`config.mk`:
```
export PLATFORM = sky130hd
export DESIGN_NAME = dlc_top
export DESIGN_NICKNAME = d
export VERILOG_FILES = /design/src/design/dlc_pkg.sv /design/src/design/dlc_top.sv /design/src/design/dlc_phase.sv /design/src/design/dlc_pwm.sv
export SDC_FILE = /design/constraint.sdc
export NUM_CORES = 2
export LEC_CHECK = 0
export BUFFER_PORTS_ARGS = -buffer_cell sky130_fd_sc_hd__buf_2
export CORE_UTILIZATION = 67
export CTS_CLUSTER_SIZE = 25
export DETAILED_ROUTE_END_ITERATION = 8
export PLACE_DENSITY = 0.85
export SKIP_CTS_REPAIR_TIMING = 1
export SKIP_LAST_GASP = 1
export SLEW_MARGIN = 20
export SYNTH_ARGS = -nofsm -noshare
export SYNTH_HDL_FRONTEND = slang
export SYNTH_SLANG_ARGS = --single-unit
```
`constraint.sdc`:
```
create_clock -name clk -period 31 [get_ports clk]
set_clock_uncertainty 0.15 [all_clocks]
set_input_delay 6.2 -clock clk [delete_from_list [all_inputs] [get_ports clk]]
set_output_delay 6.2 -clock clk [all_outputs]
set_load 0.02 [all_outputs]
```
`src/design/dlc_pkg.sv`:
```
// Constants, command codes and field layouts of the loop compensator
package dlc_pkg;
    // Management command codes
    localparam logic [7:0] CMD_LOOP_GAIN = 8'hDF;
    localparam logic [7:0] CMD_GAIN_RED = 8'hD5;
    localparam logic [7:0] CMD_PHASE = 8'h37;
    // Loop gain word fields
    localparam int GAIN_LSB = 0;
    localparam int RESID_LSB = 16;
    localparam int INTEG_LSB = 24;
    // Gain reduction word fields
    localparam int THR_LSB = 0;
    localparam int THR_W = 12;
    localparam int RED_LSB = 12;
    // Widths
    localparam int ERR_W = 16;
    localparam int PW_W = 8;
    localparam int PH_W = 4;
    localparam int LVL_W = 2;
    localparam int OBS_W = 5;
    // Fixed-point shifts of the three terms
    localparam int P_SHIFT = 12;
    localparam int I_SHIFT = 8;
    localparam int R_SHIFT = 8;
    // Switching cycles of low error before each further gain halving
    localparam logic [OBS_W-1:0] OBS_CYCLES = 5'h10;
    // Values after reset
    localparam logic [31:0] LOOP_GAIN_RST = 32'h1020_0000;
    localparam logic [15:0] GAIN_RED_RST = 16'h1040;
    localparam logic [PH_W-1:0] PHASE_RST = 4'hF;
    localparam logic [PW_W-1:0] PERIOD_RST = 8'h32;
    // Default proportional gain per strap setting
    localparam logic [15:0] STRAP_GAIN_0 = 16'h0400;
    localparam logic [15:0] STRAP_GAIN_1 = 16'h0800;
    localparam logic [15:0] STRAP_GAIN_2 = 16'h1000;
    localparam logic [15:0] STRAP_GAIN_3 = 16'h2000;
endpackage : dlc_pkg

```
`src/design/dlc_top.sv`:
```
// Digital loop compensator with gain reduction and phase offset
`timescale 1ns/100ps
// Functional notes
// - Error times proportional gain, bits 15:0 of loop word, sets pulse width.
// - Integral term weighted by loop word bits 31:24.
// - Residual term, bits 23:16, trims proportional deviation of pulse width.
// - Residual acts one switching cycle after the proportional term.
// - Error compared each cycle to 12-bit threshold in reduction word.
// - Error low for observation period: gain divided per 2-bit setting.
// - Error above threshold restores full gain in that same cycle.
// - Default proportional gain after reset comes from the strap pin.
// - Parameters written only by commands DFh, D5h and 37h, and the proportional gain once by the strap.
// - Cycle start delayed from sync by 22.5..360 degrees via command 37h.
module dlc_top
    import dlc_pkg::*;
(
    // Clock and reset
    input wire logic clk,
    input wire logic rst,
    // Pins
    input wire logic sync_clk_pin,
    input wire logic [1:0] config_strap_pin_a,
    // Sensed output-voltage error, same clock domain
    input wire logic signed [ERR_W-1:0] vout_error,
    // Management command port
    input wire logic cmd_valid,
    input wire logic cmd_write,
    input wire logic [7:0] cmd_code,
    input wire logic [31:0] cmd_wdata,
    output logic cmd_ack_ff,
    output logic cmd_err_ff,
    output logic [31:0] cmd_rdata_ff,
    // Loop outputs
    output logic pwm_out,
    output logic [PW_W-1:0] pulse_width_ff,
    output logic [LVL_W-1:0] red_level_ff
);
    // Pin synchronisers and strap catch
    logic sync_m_ff, sync_s_ff;
    logic [1:0] strap_m_ff, strap_s_ff;
    logic strap_vld_m_ff, strap_vld_s_ff;
    logic strap_done_ff, nxt_strap_done;
    logic strap_load;
    logic [15:0] strap_gain;

    // Configuration registers and command answer
    logic [31:0] loop_gain_config_ff, nxt_loop_gain;
    logic [15:0] gain_reduction_config_ff, nxt_gain_red;
    logic [PH_W-1:0] phase_offset_select_ff, nxt_phase;
    logic nxt_ack, nxt_err;
    logic [31:0] nxt_rdata;

    // Gain reduction state
    logic [OBS_W-1:0] obs_cnt_ff, nxt_obs_cnt;
    logic [LVL_W-1:0] nxt_level;
    logic [ERR_W:0] abs_err;
    logic err_over;
    logic [15:0] gain_eff;

    // Loop state, terms and cycle timing
    logic signed [23:0] integ_ff, nxt_integ;
    logic signed [23:0] prev_p_ff, nxt_prev_p;
    logic [PW_W-1:0] nxt_pw;
    logic pwm_start_ff;
    logic cycle_start;
    logic [PW_W-1:0] period;
    logic signed [40:0] p_prod;
    logic signed [40:0] i_prod;
    logic signed [40:0] r_prod;
    logic signed [23:0] p_term;
    logic signed [23:0] r_term;
    logic signed [25:0] sum;
    logic signed [23:0] pw_max;

    // Two-stage synchronisers for pins
    always_ff @(posedge clk or posedge rst) begin
        if (rst) begin
            sync_m_ff <= 1'b0;
            sync_s_ff <= 1'b0;
            strap_m_ff <= 2'h0;
            strap_s_ff <= 2'h0;
        end else begin
            sync_m_ff <= sync_clk_pin;
            sync_s_ff <= sync_m_ff;
            strap_m_ff <= config_strap_pin_a;
            strap_s_ff <= strap_m_ff;
        end
    end

    // Cycle timing from the common sync clock
    dlc_phase u_phase (
        .clk(clk),
        .rst(rst),
        .sync_lvl(sync_s_ff),
        .phase_code(phase_offset_select_ff),
        .cycle_start_ff(cycle_start),
        .period_ff(period)
    );

    // Strap-selected default gain
    always_comb begin
        case (strap_s_ff)
            2'h0: strap_gain = STRAP_GAIN_0;
            2'h1: strap_gain = STRAP_GAIN_1;
            2'h2: strap_gain = STRAP_GAIN_2;
            default: strap_gain = STRAP_GAIN_3;
        endcase
    end

    // Strap catch once both synchroniser stages hold the pin value
    always_comb begin
        nxt_strap_done = strap_done_ff;
        strap_load = 1'b0;
        if (!strap_done_ff && strap_vld_s_ff) begin
            strap_load = 1'b1;
            nxt_strap_done = 1'b1;
        end
        if (cmd_valid && cmd_write && (cmd_code == CMD_LOOP_GAIN)) begin
            nxt_strap_done = 1'b1;             // Host gain wins over the strap
        end
    end

    // Strap catch registers
    always_ff @(posedge clk or posedge rst) begin
        if (rst) begin
            strap_vld_m_ff <= 1'b0;
            strap_vld_s_ff <= 1'b0;
            strap_done_ff <= 1'b0;
        end else begin
            strap_vld_m_ff <= 1'b1;
            strap_vld_s_ff <= strap_vld_m_ff;
            strap_done_ff <= nxt_strap_done;
        end
    end

    // Command decode, register writes and read-back
    always_comb begin
        nxt_loop_gain = loop_gain_config_ff;
        nxt_gain_red = gain_reduction_config_ff;
        nxt_phase = phase_offset_select_ff;
        nxt_ack = 1'b0;
        nxt_err = 1'b0;
        nxt_rdata = cmd_rdata_ff;
        // Strap value loaded once, a host write in the same cycle wins
        if (strap_load) begin
            nxt_loop_gain[GAIN_LSB +: 16] = strap_gain;
        end
        if (cmd_valid) begin
            nxt_ack = 1'b1;
            nxt_rdata = 32'h0000_0000;
            case (cmd_code)
                CMD_LOOP_GAIN: begin
                    if (cmd_write) begin
                        nxt_loop_gain = cmd_wdata;
                    end else begin
                        nxt_rdata = loop_gain_config_ff;
                    end
                end
                CMD_GAIN_RED: begin
                    if (cmd_write) begin
                        nxt_gain_red = cmd_wdata[15:0];
                    end else begin
                        nxt_rdata = {16'h0000, gain_reduction_config_ff};
                    end
                end
                CMD_PHASE: begin
                    if (cmd_write) begin
                        nxt_phase = cmd_wdata[PH_W-1:0];
                    end else begin
                        nxt_rdata = {28'h0000000, phase_offset_select_ff};
                    end
                end
                default: begin
                    nxt_err = 1'b1;            // Unknown code: no effect
                end
            endcase
        end
    end

    // Gain reduction tracking
    always_comb begin
        abs_err = vout_error[ERR_W-1] ? (ERR_W+1)'(-vout_error) : (ERR_W+1)'(vout_error);
        err_over = abs_err > (ERR_W+1)'(gain_reduction_config_ff[THR_LSB +: THR_W]);
        nxt_obs_cnt = obs_cnt_ff;
        nxt_level = red_level_ff;
        if (cycle_start) begin
            if (err_over) begin
                nxt_level = '0;
                nxt_obs_cnt = '0;
            end else if (obs_cnt_ff >= OBS_CYCLES - 5'h01) begin
                nxt_obs_cnt = '0;
                if (red_level_ff < gain_reduction_config_ff[RED_LSB +: LVL_W]) begin
                    nxt_level = red_level_ff + 2'h1;
                end
            end else begin
                nxt_obs_cnt = obs_cnt_ff + 5'h01;
            end
            if (nxt_level > gain_reduction_config_ff[RED_LSB +: LVL_W]) begin
                nxt_level = gain_reduction_config_ff[RED_LSB +: LVL_W];
            end
        end
        // Divisor two to the level, code zero leaves the gain whole
        gain_eff = loop_gain_config_ff[GAIN_LSB +: 16] >> nxt_level;
    end

    // Gain reduction registers
    always_ff @(posedge clk or posedge rst) begin
        if (rst) begin
            obs_cnt_ff <= '0;
            red_level_ff <= '0;
        end else begin
            obs_cnt_ff <= nxt_obs_cnt;
            red_level_ff <= nxt_level;
        end
    end

    // Proportional and integral terms of the present error, residual of the previous proportional term
    always_comb begin
        pw_max = 24'(period) - 24'sd1;
        p_prod = 41'(vout_error) * $signed({25'h0, gain_eff});
        p_term = 24'(p_prod >>> P_SHIFT);
        i_prod = 41'(vout_error)
               * $signed({33'h0, loop_gain_config_ff[INTEG_LSB +: 8]});
        r_prod = 41'(prev_p_ff)
               * $signed({33'h0, loop_gain_config_ff[RESID_LSB +: 8]});
        r_term = -24'(r_prod >>> R_SHIFT);
    end

    // Loop update, evaluated at each cycle start
    always_comb begin
        nxt_integ = integ_ff;
        nxt_prev_p = prev_p_ff;
        nxt_pw = pulse_width_ff;
        if (cycle_start) begin
            nxt_integ = integ_ff + 24'(i_prod >>> I_SHIFT);
            // Anti-windup on the integrator
            if (nxt_integ < 24'sd0) begin
                nxt_integ = 24'sd0;
            end else if (nxt_integ > pw_max) begin
                nxt_integ = pw_max;
            end
            nxt_prev_p = p_term;
            sum = 26'(nxt_integ) + 26'(p_term) + 26'(r_term);
            if (sum < 26'sd0) begin
                nxt_pw = '0;
            end else if (sum > 26'(pw_max)) begin
                nxt_pw = pw_max[PW_W-1:0];
            end else begin
                nxt_pw = sum[PW_W-1:0];
            end
        end else begin
            sum = 26'sd0;
        end
    end

    // Loop registers
    always_ff @(posedge clk or posedge rst) begin
        if (rst) begin
            integ_ff <= '0;
            prev_p_ff <= '0;
            pulse_width_ff <= '0;
        end else begin
            integ_ff <= nxt_integ;
            prev_p_ff <= nxt_prev_p;
            pulse_width_ff <= nxt_pw;
        end
    end

    // Pulse start one clock after the width update
    always_ff @(posedge clk or posedge rst) begin
        if (rst) begin
            pwm_start_ff <= 1'b0;
        end else begin
            pwm_start_ff <= cycle_start;
        end
    end

    // Configuration and command registers
    always_ff @(posedge clk or posedge rst) begin
        if (rst) begin
            loop_gain_config_ff <= LOOP_GAIN_RST;
            gain_reduction_config_ff <= GAIN_RED_RST;
            phase_offset_select_ff <= PHASE_RST;
            cmd_ack_ff <= 1'b0;
            cmd_err_ff <= 1'b0;
            cmd_rdata_ff <= 32'h0000_0000;
        end else begin
            loop_gain_config_ff <= nxt_loop_gain;
            gain_reduction_config_ff <= nxt_gain_red;
            phase_offset_select_ff <= nxt_phase;
            cmd_ack_ff <= nxt_ack;
            cmd_err_ff <= nxt_err;
            cmd_rdata_ff <= nxt_rdata;
        end
    end

    // Pulse output, started once the new width is registered
    dlc_pwm u_pwm (
        .clk(clk),
        .rst(rst),
        .start(pwm_start_ff),
        .width(pulse_width_ff),
        .pwm_ff(pwm_out)
    );
endmodule : dlc_top

```
`src/design/dlc_phase.sv`:
```
// Switching period measurement and phase-offset cycle start
`timescale 1ns/100ps
module dlc_phase
    import dlc_pkg::*;
(
    // Clock and reset
    input wire logic clk,
    input wire logic rst,
    // Synchronised sync clock level and phase code
    input wire logic sync_lvl,
    input wire logic [PH_W-1:0] phase_code,
    // Cycle timing
    output logic cycle_start_ff,
    output logic [PW_W-1:0] period_ff
);
    logic sync_d_ff, nxt_sync_d;
    logic [PW_W-1:0] per_cnt_ff, nxt_per_cnt;
    logic [PW_W-1:0] nxt_period;
    logic [PW_W-1:0] dly_ff, nxt_dly;
    logic armed_ff, nxt_armed;
    logic nxt_cycle_start;
    logic [PW_W+PH_W:0] prod;
    logic [PW_W-1:0] offset;

    // Period count, offset computation and delayed start
    always_comb begin
        nxt_sync_d = sync_lvl;
        nxt_per_cnt = per_cnt_ff;
        nxt_period = period_ff;
        nxt_dly = dly_ff;
        nxt_armed = armed_ff;
        nxt_cycle_start = 1'b0;
        prod = (PW_W+PH_W+1)'(period_ff) * (PW_W+PH_W+1)'({1'b0, phase_code} + 5'h01);
        offset = prod[PW_W+PH_W-1:PH_W];
        if (offset >= period_ff) begin
            offset = '0;                       // 360 degrees lands on the edge
        end
        if (per_cnt_ff != 8'hFF) begin
            nxt_per_cnt = per_cnt_ff + 8'h01;
        end
        if (armed_ff) begin
            if (dly_ff == '0) begin
                nxt_cycle_start = 1'b1;
                nxt_armed = 1'b0;
            end else begin
                nxt_dly = dly_ff - 8'h01;
            end
        end
        // Rising sync edge re-references the offset
        if (sync_lvl && !sync_d_ff) begin
            if (per_cnt_ff != 8'hFF) begin
                nxt_period = per_cnt_ff + 8'h01;
            end else begin
                nxt_period = 8'hFF;            // Very slow sync saturates
            end
            nxt_per_cnt = '0;
            nxt_dly = offset;
            nxt_armed = 1'b1;
        end
    end

    // State registers
    always_ff @(posedge clk or posedge rst) begin
        if (rst) begin
            sync_d_ff <= 1'b0;
            per_cnt_ff <= '0;
            period_ff <= PERIOD_RST;
            dly_ff <= '0;
            armed_ff <= 1'b0;
            cycle_start_ff <= 1'b0;
        end else begin
            sync_d_ff <= nxt_sync_d;
            per_cnt_ff <= nxt_per_cnt;
            period_ff <= nxt_period;
            dly_ff <= nxt_dly;
            armed_ff <= nxt_armed;
            cycle_start_ff <= nxt_cycle_start;
        end
    end
endmodule : dlc_phase

```
`src/design/dlc_pwm.sv`:
```
// Pulse generator: high for the given width from each cycle start
`timescale 1ns/100ps
module dlc_pwm
    import dlc_pkg::*;
(
    // Clock and reset
    input wire logic clk,
    input wire logic rst,
    // Start strobe and width in clock cycles
    input wire logic start,
    input wire logic [PW_W-1:0] width,
    // Pulse out
    output logic pwm_ff
);
    logic [PW_W-1:0] left_ff, nxt_left;
    logic nxt_pwm;

    // Countdown of the remaining high time
    always_comb begin
        nxt_left = left_ff;
        if (start) begin
            nxt_left = width;
        end else if (left_ff != '0) begin
            nxt_left = left_ff - 8'h01;
        end
        nxt_pwm = (nxt_left != '0);
    end

    // State registers
    always_ff @(posedge clk or posedge rst) begin
        if (rst) begin
            left_ff <= '0;
            pwm_ff <= 1'b0;
        end else begin
            left_ff <= nxt_left;
            pwm_ff <= nxt_pwm;
        end
    end
endmodule : dlc_pwm

```
Yosys cells after proc, flatten, opt, wreduce, memory -nomap -nowiden
Cells that the tools add are included.
{"block": "totals", "ff_bits": 192, "inputBits": 63, "elab_cells": 122}
{"block": "classes", "add_sub_neg": 12, "mul": 4, "n_lt_le_gt_ge": 9, "eq_ne": 7, "shift": 1, "n_mux": 43, "reduce_logical": 18}
{"cell": "$pmux 32 s3", "n": 1}
{"cell": "$mux 8", "n": 11}
{"cell": "$mux 16", "n": 5}
{"cell": "$mux 24", "n": 3}
{"cell": "$pmux 14 s3", "n": 1}
{"cell": "$mul 16x17->33", "n": 1}
{"cell": "$mux 32", "n": 1}
{"cell": "$mul 21x9->30", "n": 1}
{"cell": "$add 25x24->26", "n": 1}
{"cell": "$gt 26x9->1", "n": 1}
{"cell": "$lt 26x1->1 const B", "n": 1}
{"cell": "$add 24x21->25", "n": 1}
{"cell": "$mul 16x9->25", "n": 1}
{"cell": "$add 24x17->24", "n": 1}
{"cell": "$gt 24x9->1", "n": 1}
{"cell": "$lt 24x1->1 const B", "n": 1}
{"cell": "$neg 22->24", "n": 1}
{"cell": "$gt 17x12->1", "n": 1}
{"cell": "$mux 17", "n": 1}
{"cell": "$neg 16->17", "n": 1}
{"cell": "$eq 8x8->1 const B", "n": 2}
{"cell": "$reduce_bool 8->1", "n": 2}
{"cell": "$shr 16x2->16", "n": 1}
{"cell": "$sub 8x1->8 const B", "n": 2}
{"cell": "27 further kinds", "n": 51}

Longest topological paths before layout
{"block": "depth", "word_depth": 15, "mapped_depth": 70, "depth_no_buf": 67}

Cells and area by module
A second synthesis with hierarchy kept.
{"block": "unflattened", "cells_unflattened": 3750, "hier_area_um2": 32934.1}
{"mod": "dlc_top", "n_inst": 1, "cells_each": 3380, "area_per_inst_um2": 29654.7}
{"mod": "dlc_phase", "n_inst": 1, "cells_each": 293, "area_per_inst_um2": 2636.3}
{"mod": "dlc_pwm", "n_inst": 1, "cells_each": 77, "area_per_inst_um2": 643.1}

Worst setup path before layout
OpenSTA, ideal clock, no wires.
{"block": "synth_timing", "path_kind": "input to register", "start": "input vout_error[5]", "end": "register pulse_width_ff[0]", "setup_time_ns": 0.126, "arrival_ns": 19.896, "slack_ns": 10.829, "cell_stages": 64, "path_buffers": 3, "path_cell_list": "clkbuf_1 -> or4_4 -> or2_2 -> o41ai_1 -> xnor2_1 -> ha_1 -> a21o_1 -> a21oi_1 -> a21o_1 -> a31oi_1 -> nor3_1 -> ha_1 -> nor2b_1 -> o21ai_0 -> o21ai_0 -> o21ai_0 -> nand2_2 -> buf_6 -> [... 28 more ...] -> o21a_1 -> o311ai_0 -> a31oi_1 -> a41oi_1 -> nand2b_1 -> a21bo_2 -> xor2_1 -> ha_1 -> a21o_1 -> a21oi_1 -> nor2b_1 -> o21ai_0 -> nand2b_1 -> a21oi_1 -> nand2_1 -> o211ai_1 -> mux2i_1 -> o2bb2ai_1"}
{"block": "synth_between", "elab_chain_len": 15, "word_cells_on_any_way": 23, "classes_between": "add/sub (4); mul (2); order compare (6); shift (1); mux (10)"}
{"element": "from (decl)", "line": "dlc_top.sv:24", "source": "input wire logic signed [ERR_W-1:0] vout_error,"}
{"element": "$neg 16->17", "line": "dlc_top.sv:182", "source": "abs_err = vout_error[ERR_W-1] ? (ERR_W+1)'(-vout_error) : (ERR_W+1)'(vout_error);"}
{"element": "$mux 17 *", "line": "dlc_top.sv:182"}
{"element": "$gt 17x12->1 *", "line": "dlc_top.sv:183", "source": "err_over = abs_err > (ERR_W+1)'(gain_reduction_config_ff[THR_LSB +: THR_W]);"}
{"element": "$mux 2 *", "line": "dlc_top.sv:187", "source": "if (err_over) begin"}
{"element": "$mux 2 *", "line": "dlc_top.sv:186", "source": "if (cycle_start) begin"}
{"element": "$gt 2x2->1", "line": "dlc_top.sv:198", "source": "if (nxt_level > gain_reduction_config_ff[RED_LSB +: LVL_W]) begin"}
{"element": "$mux 2 *", "line": "dlc_top.sv:198"}
{"element": "$mux 2 *", "line": "dlc_top.sv:186"}
{"element": "named net nxt_level[0]", "line": "dlc_top.sv:55", "source": "logic [LVL_W-1:0] nxt_level;"}
{"element": "$shr 16x2->16 *", "line": "dlc_top.sv:203", "source": "gain_eff = loop_gain_config_ff[GAIN_LSB +: 16] >> nxt_level;"}
{"element": "$mul 16x17->33 *", "line": "dlc_top.sv:220", "source": "p_prod = 41'(vout_error) * $signed({25'h0, gain_eff});"}
{"element": "$add 24x21->25 *", "line": "dlc_top.sv:243", "source": "sum = 26'(nxt_integ) + 26'(p_term) + 26'(r_term);"}
{"element": "$add 25x24->26 *", "line": "dlc_top.sv:243"}
{"element": "$gt 26x9->1", "line": "dlc_top.sv:246", "source": "end else if (sum > 26'(pw_max)) begin"}
{"element": "$mux 8", "line": "dlc_top.sv:246"}
{"element": "$mux 8 *", "line": "dlc_top.sv:244", "source": "if (sum < 26'sd0) begin"}
{"element": "to (signal assigned)", "line": "dlc_top.sv:265", "source": "pulse_width_ff <= nxt_pw;"}
{"element": "to (decl)", "line": "dlc_top.sv:35", "source": "output logic [PW_W-1:0] pulse_width_ff,"}
The timed path passes the listed nets; every way through them passes the cells marked *. The select of a mux whose other input is x is not followed.
A chain may end at the register's enable or synchronous reset.

Worst setup path in the final report
{"block": "layout_timing", "start": "input vout_error[4]", "end": "register pulse_width_ff[2]"}
{"block": "layout_between", "elab_chain_len": 15, "word_cells_on_any_way": 23, "classes_between": "add/sub (4); mul (2); order compare (6); shift (1); mux (10)"}
{"element": "$neg 16->17", "line": "dlc_top.sv:182"}
{"element": "$mux 17", "line": "dlc_top.sv:182"}
{"element": "$gt 17x12->1", "line": "dlc_top.sv:183"}
{"element": "$mux 2", "line": "dlc_top.sv:187"}
{"element": "$mux 2", "line": "dlc_top.sv:186"}
{"element": "$gt 2x2->1", "line": "dlc_top.sv:198"}
{"element": "$mux 2", "line": "dlc_top.sv:198"}
{"element": "$mux 2", "line": "dlc_top.sv:186"}
{"element": "$shr 16x2->16", "line": "dlc_top.sv:203"}
{"element": "$mul 16x17->33", "line": "dlc_top.sv:220"}
{"element": "$add 24x21->25 *", "line": "dlc_top.sv:243"}
{"element": "$add 25x24->26 *", "line": "dlc_top.sv:243"}
{"element": "$gt 26x9->1", "line": "dlc_top.sv:246"}
{"element": "$mux 8", "line": "dlc_top.sv:246"}
{"element": "$mux 8 *", "line": "dlc_top.sv:244"}
Mark *: on every way between the ends. The rest lies on a longest branch, timed or not. The select of a mux whose other input is x is not followed.

==> results.toml <==
[status]
status = "finished clean"

[cts]
cts_made_buffers = 17
clockBufferDepth = 2
h-tree-depth = 4
clkLatencyLatePin_ns = 0.50
cts.sinks = 192
clockRootBuffer = "clkbuf_16"
clk_pin_slew_ns = 0.08
cts_tree = "yes"

[sta]
hold_viol_final = 0
slew_headroom = 0.266
timing.setup.tns_ns = 0
setup_viol = 0
drv_slew = 0
tightest_slew_ns = 1.10
rsz0062_at_grt = "false"
timing.fmax_mhz = 45.6
fin_crit_ns = 21.91
fin_crit_sh = 0.707

[routing]
ant_nets = 0
finalWirelength_mm = 79.8
routed_via_density = 5.87
drt-initial-drc-count = 2036
drc = 0
vias = 26000
drtPass1Iterations = 6
wl_per_cell_um = 18.0

[worst_setup_path]
cp_slowest_cell = "mux2i_2"
rr_startpoint = "loop_gain_config_ff[26]$_DFFE_PP0P_"
crit_top_cell = "fa_1"
arrival_ns = 22.13
cp-start-kind = "input port"
critPathMaxFanout = 28
rr_worst_depth = 62
required_ns = 31.22
rrSetupSlack_ns = 15.31
critPathKind = "input port to flip-flop"
slowest_delay_ns = 0.81
r2r_end = "pulse_width_ff[2]$_DFFE_PP0P_"
critPathCaptureType = "flip-flop"

[final_layout]
layout_commonest_cell = "inv_1"
fin_nets = 4654
insertedDiodeCount = 0
final_cell_mix = "691 x inv_1, 482 x nand2_1, 466 x fa_1"
syn2layout_area_growth_pct = 4.88
layout-drive-gt1-share = 0.0674

[synth]
synth_warnings = 0
synth_seq_area_share = 0.146
syn_nets = 4656
synth.avg_cell_area_um2 = 8.81
synth-seq-cells = 192
synth-edff-count = 0
synth.distinct_cells = 85
ys_async_sr_fraction = 1.00
synthCells = 3756
synth-main-ff-cell = "dfrtp_1"
syn_area_um2 = 33100

[global_route]
grtUsageTotal = 0.336
grt_antenna_before_repair = 0
grt_pass1_vias = 26800
grt_max_degree = 133
overflow = 0
grt_pass1_wl_mm = 133

[floorplanning]
fp.dieW_um = 224
coreArea_um2 = 48800
boundaryPins = 108
dieArea_um2 = 50300
die_y_um = 224
rows = 81
floorplan.initialDensity = 0.677

[placed_design]
io_buffer_count = 107
place_congestion = 0.962
dp_hpwl_mm = 62.7

[hold_path]
min_path_cells = 0
hp-class = "flip-flop to flip-flop"
min-delay-start = "strap_vld_m_ff$_DFF_PP0_"
min_to = "strap_vld_s_ff$_DFF_PP0_"

[flow_run]
maxCapViolations = 0
==> metrics by stage <==
stage | util | cell area (um2) | cells | hold slack (ns) | worst slack (ns)
global route | 0.710 | 34700 | 4431 | 0.218 | 8.21
global placement | 0.697 | 34100 | 4399 | 0.184 | 9.02
CTS | 0.710 | 34700 | 4431 | 0.205 | 9.11
finish | 0.710 | 34700 | 4431 | 0.202 | 9.09
floorplan | - | 33100 | 3756 | 0.181 | 10.83
detailed placement | 0.697 | 34100 | 4399 | 0.186 | 8.61
==> cell usage after synthesis, drive strengths merged, types with 11 or more instances <==
library cell  number  share of area
a211oi            14         0.0032
a21o              76          0.017
a21oi            107          0.016
a22oi             13         0.0029
a31o              19         0.0050
a31oi             15         0.0028
and2             310          0.059
and3              25         0.0050
buf               25         0.0039
clkbuf           125          0.014
dfrtp            181           0.14
dfstp             11         0.0087
fa               466           0.28
ha               371           0.14
inv              694          0.079
mux2              28         0.0095
mux2i             40          0.012
nand2            483          0.055
nand2b            29         0.0055
nand3             48         0.0074
nand4             30         0.0057
nor2             128          0.015
nor2b             35         0.0066
nor3              35         0.0053
nor4              12         0.0023
o21a              28         0.0064
o21ai            104          0.016
o22ai             19         0.0036
o2bb2ai           11         0.0029
or2               11         0.0021
xnor2            103          0.027
xor2              34         0.0090
==> worst max-delay path: cells and delay by family <==
family          cells  cell delay, ns
compound gates     23            5.16
simple gates       16            3.66
buf+inv             5            0.57
xor+xnor            3            0.49
mux                 3            1.35
fa+ha+maj          12            4.69
==> cell type report <==
| class | instances | area, um2 |
|---|---|---|
| sequential | 192 | 4820 |
| clock buffer | 17 | 425 |
| clock inverter | 15 | 216 |
| inverter | 695 | 2620 |
| fill | 3689 | 14200 |
| tap | 664 | 831 |
| multi-input combinational | 2719 | 25100 |
| timing repair buffer | 129 | 701 |
==> logic make-up (layout without fill, tap and decap cells) <==
kind of cell	count (synthesis)	in the layout	share of synthesized area
buffers and inverters	845	856	0.0970
DFF	192	192	0.146
AOI/OAI and AO/OA	492	492	0.0997
xor gates and xnor gates	138	138	0.0370
muxes	68	68	0.0216
other	1	1	0.000113
adders and majority gates	837	837	0.422
and+or+nand+nor	1183	1183	0.177
==> registers in the layout, summed over array words and instances, names as in the netlist, 2 cells and up <==
register	cells
gain_reduction_config_ff	16
pulse_width_ff	8
prev_p_ff	21
strap_s_ff	2
red_level_ff	2
u_phase.dly_ff	8
u_phase.per_cnt_ff	8
loop_gain_config_ff	32
u_phase.period_ff	8
obs_cnt_ff	5
phase_offset_select_ff	4
u_pwm.left_ff	8
strap_m_ff	2
integ_ff	24
cmd_rdata_ff	32
==> worst max-delay path by stage <==
| stage | start | end | cells past startpoint | slack (ns) |
|---|---|---|---|---|
| floorplan | vout_error[5] | pulse_width_ff[0]$_DFFE_PP0P_ | 64 | 10.83 |
| global placement | vout_error[4] | pulse_width_ff[0]$_DFFE_PP0P_ | 62 | 9.02 |
| detailed placement | vout_error[4] | pulse_width_ff[2]$_DFFE_PP0P_ | 62 | 8.61 |
| CTS | vout_error[4] | pulse_width_ff[2]$_DFFE_PP0P_ | 62 | 9.11 |
| global route | vout_error[4] | pulse_width_ff[0]$_DFFE_PP0P_ | 62 | 8.21 |
| finish | vout_error[4] | pulse_width_ff[2]$_DFFE_PP0P_ | 62 | 9.09 |
==> metal layers <==
metal	share of wire	vias to the layer above	GRT usage	wire, um
li1	-	11900	-	-
met1	0.40	12900	0.450	32300
met2	0.48	1041	0.545	38200
met3	0.080	207	0.0596	6350
met4	0.036	0	0.130	2910
met5	0	-	0	0
Power is not shown: default switching activity piles up to over one toggle a cycle in this logic, so the estimate is an artifact.
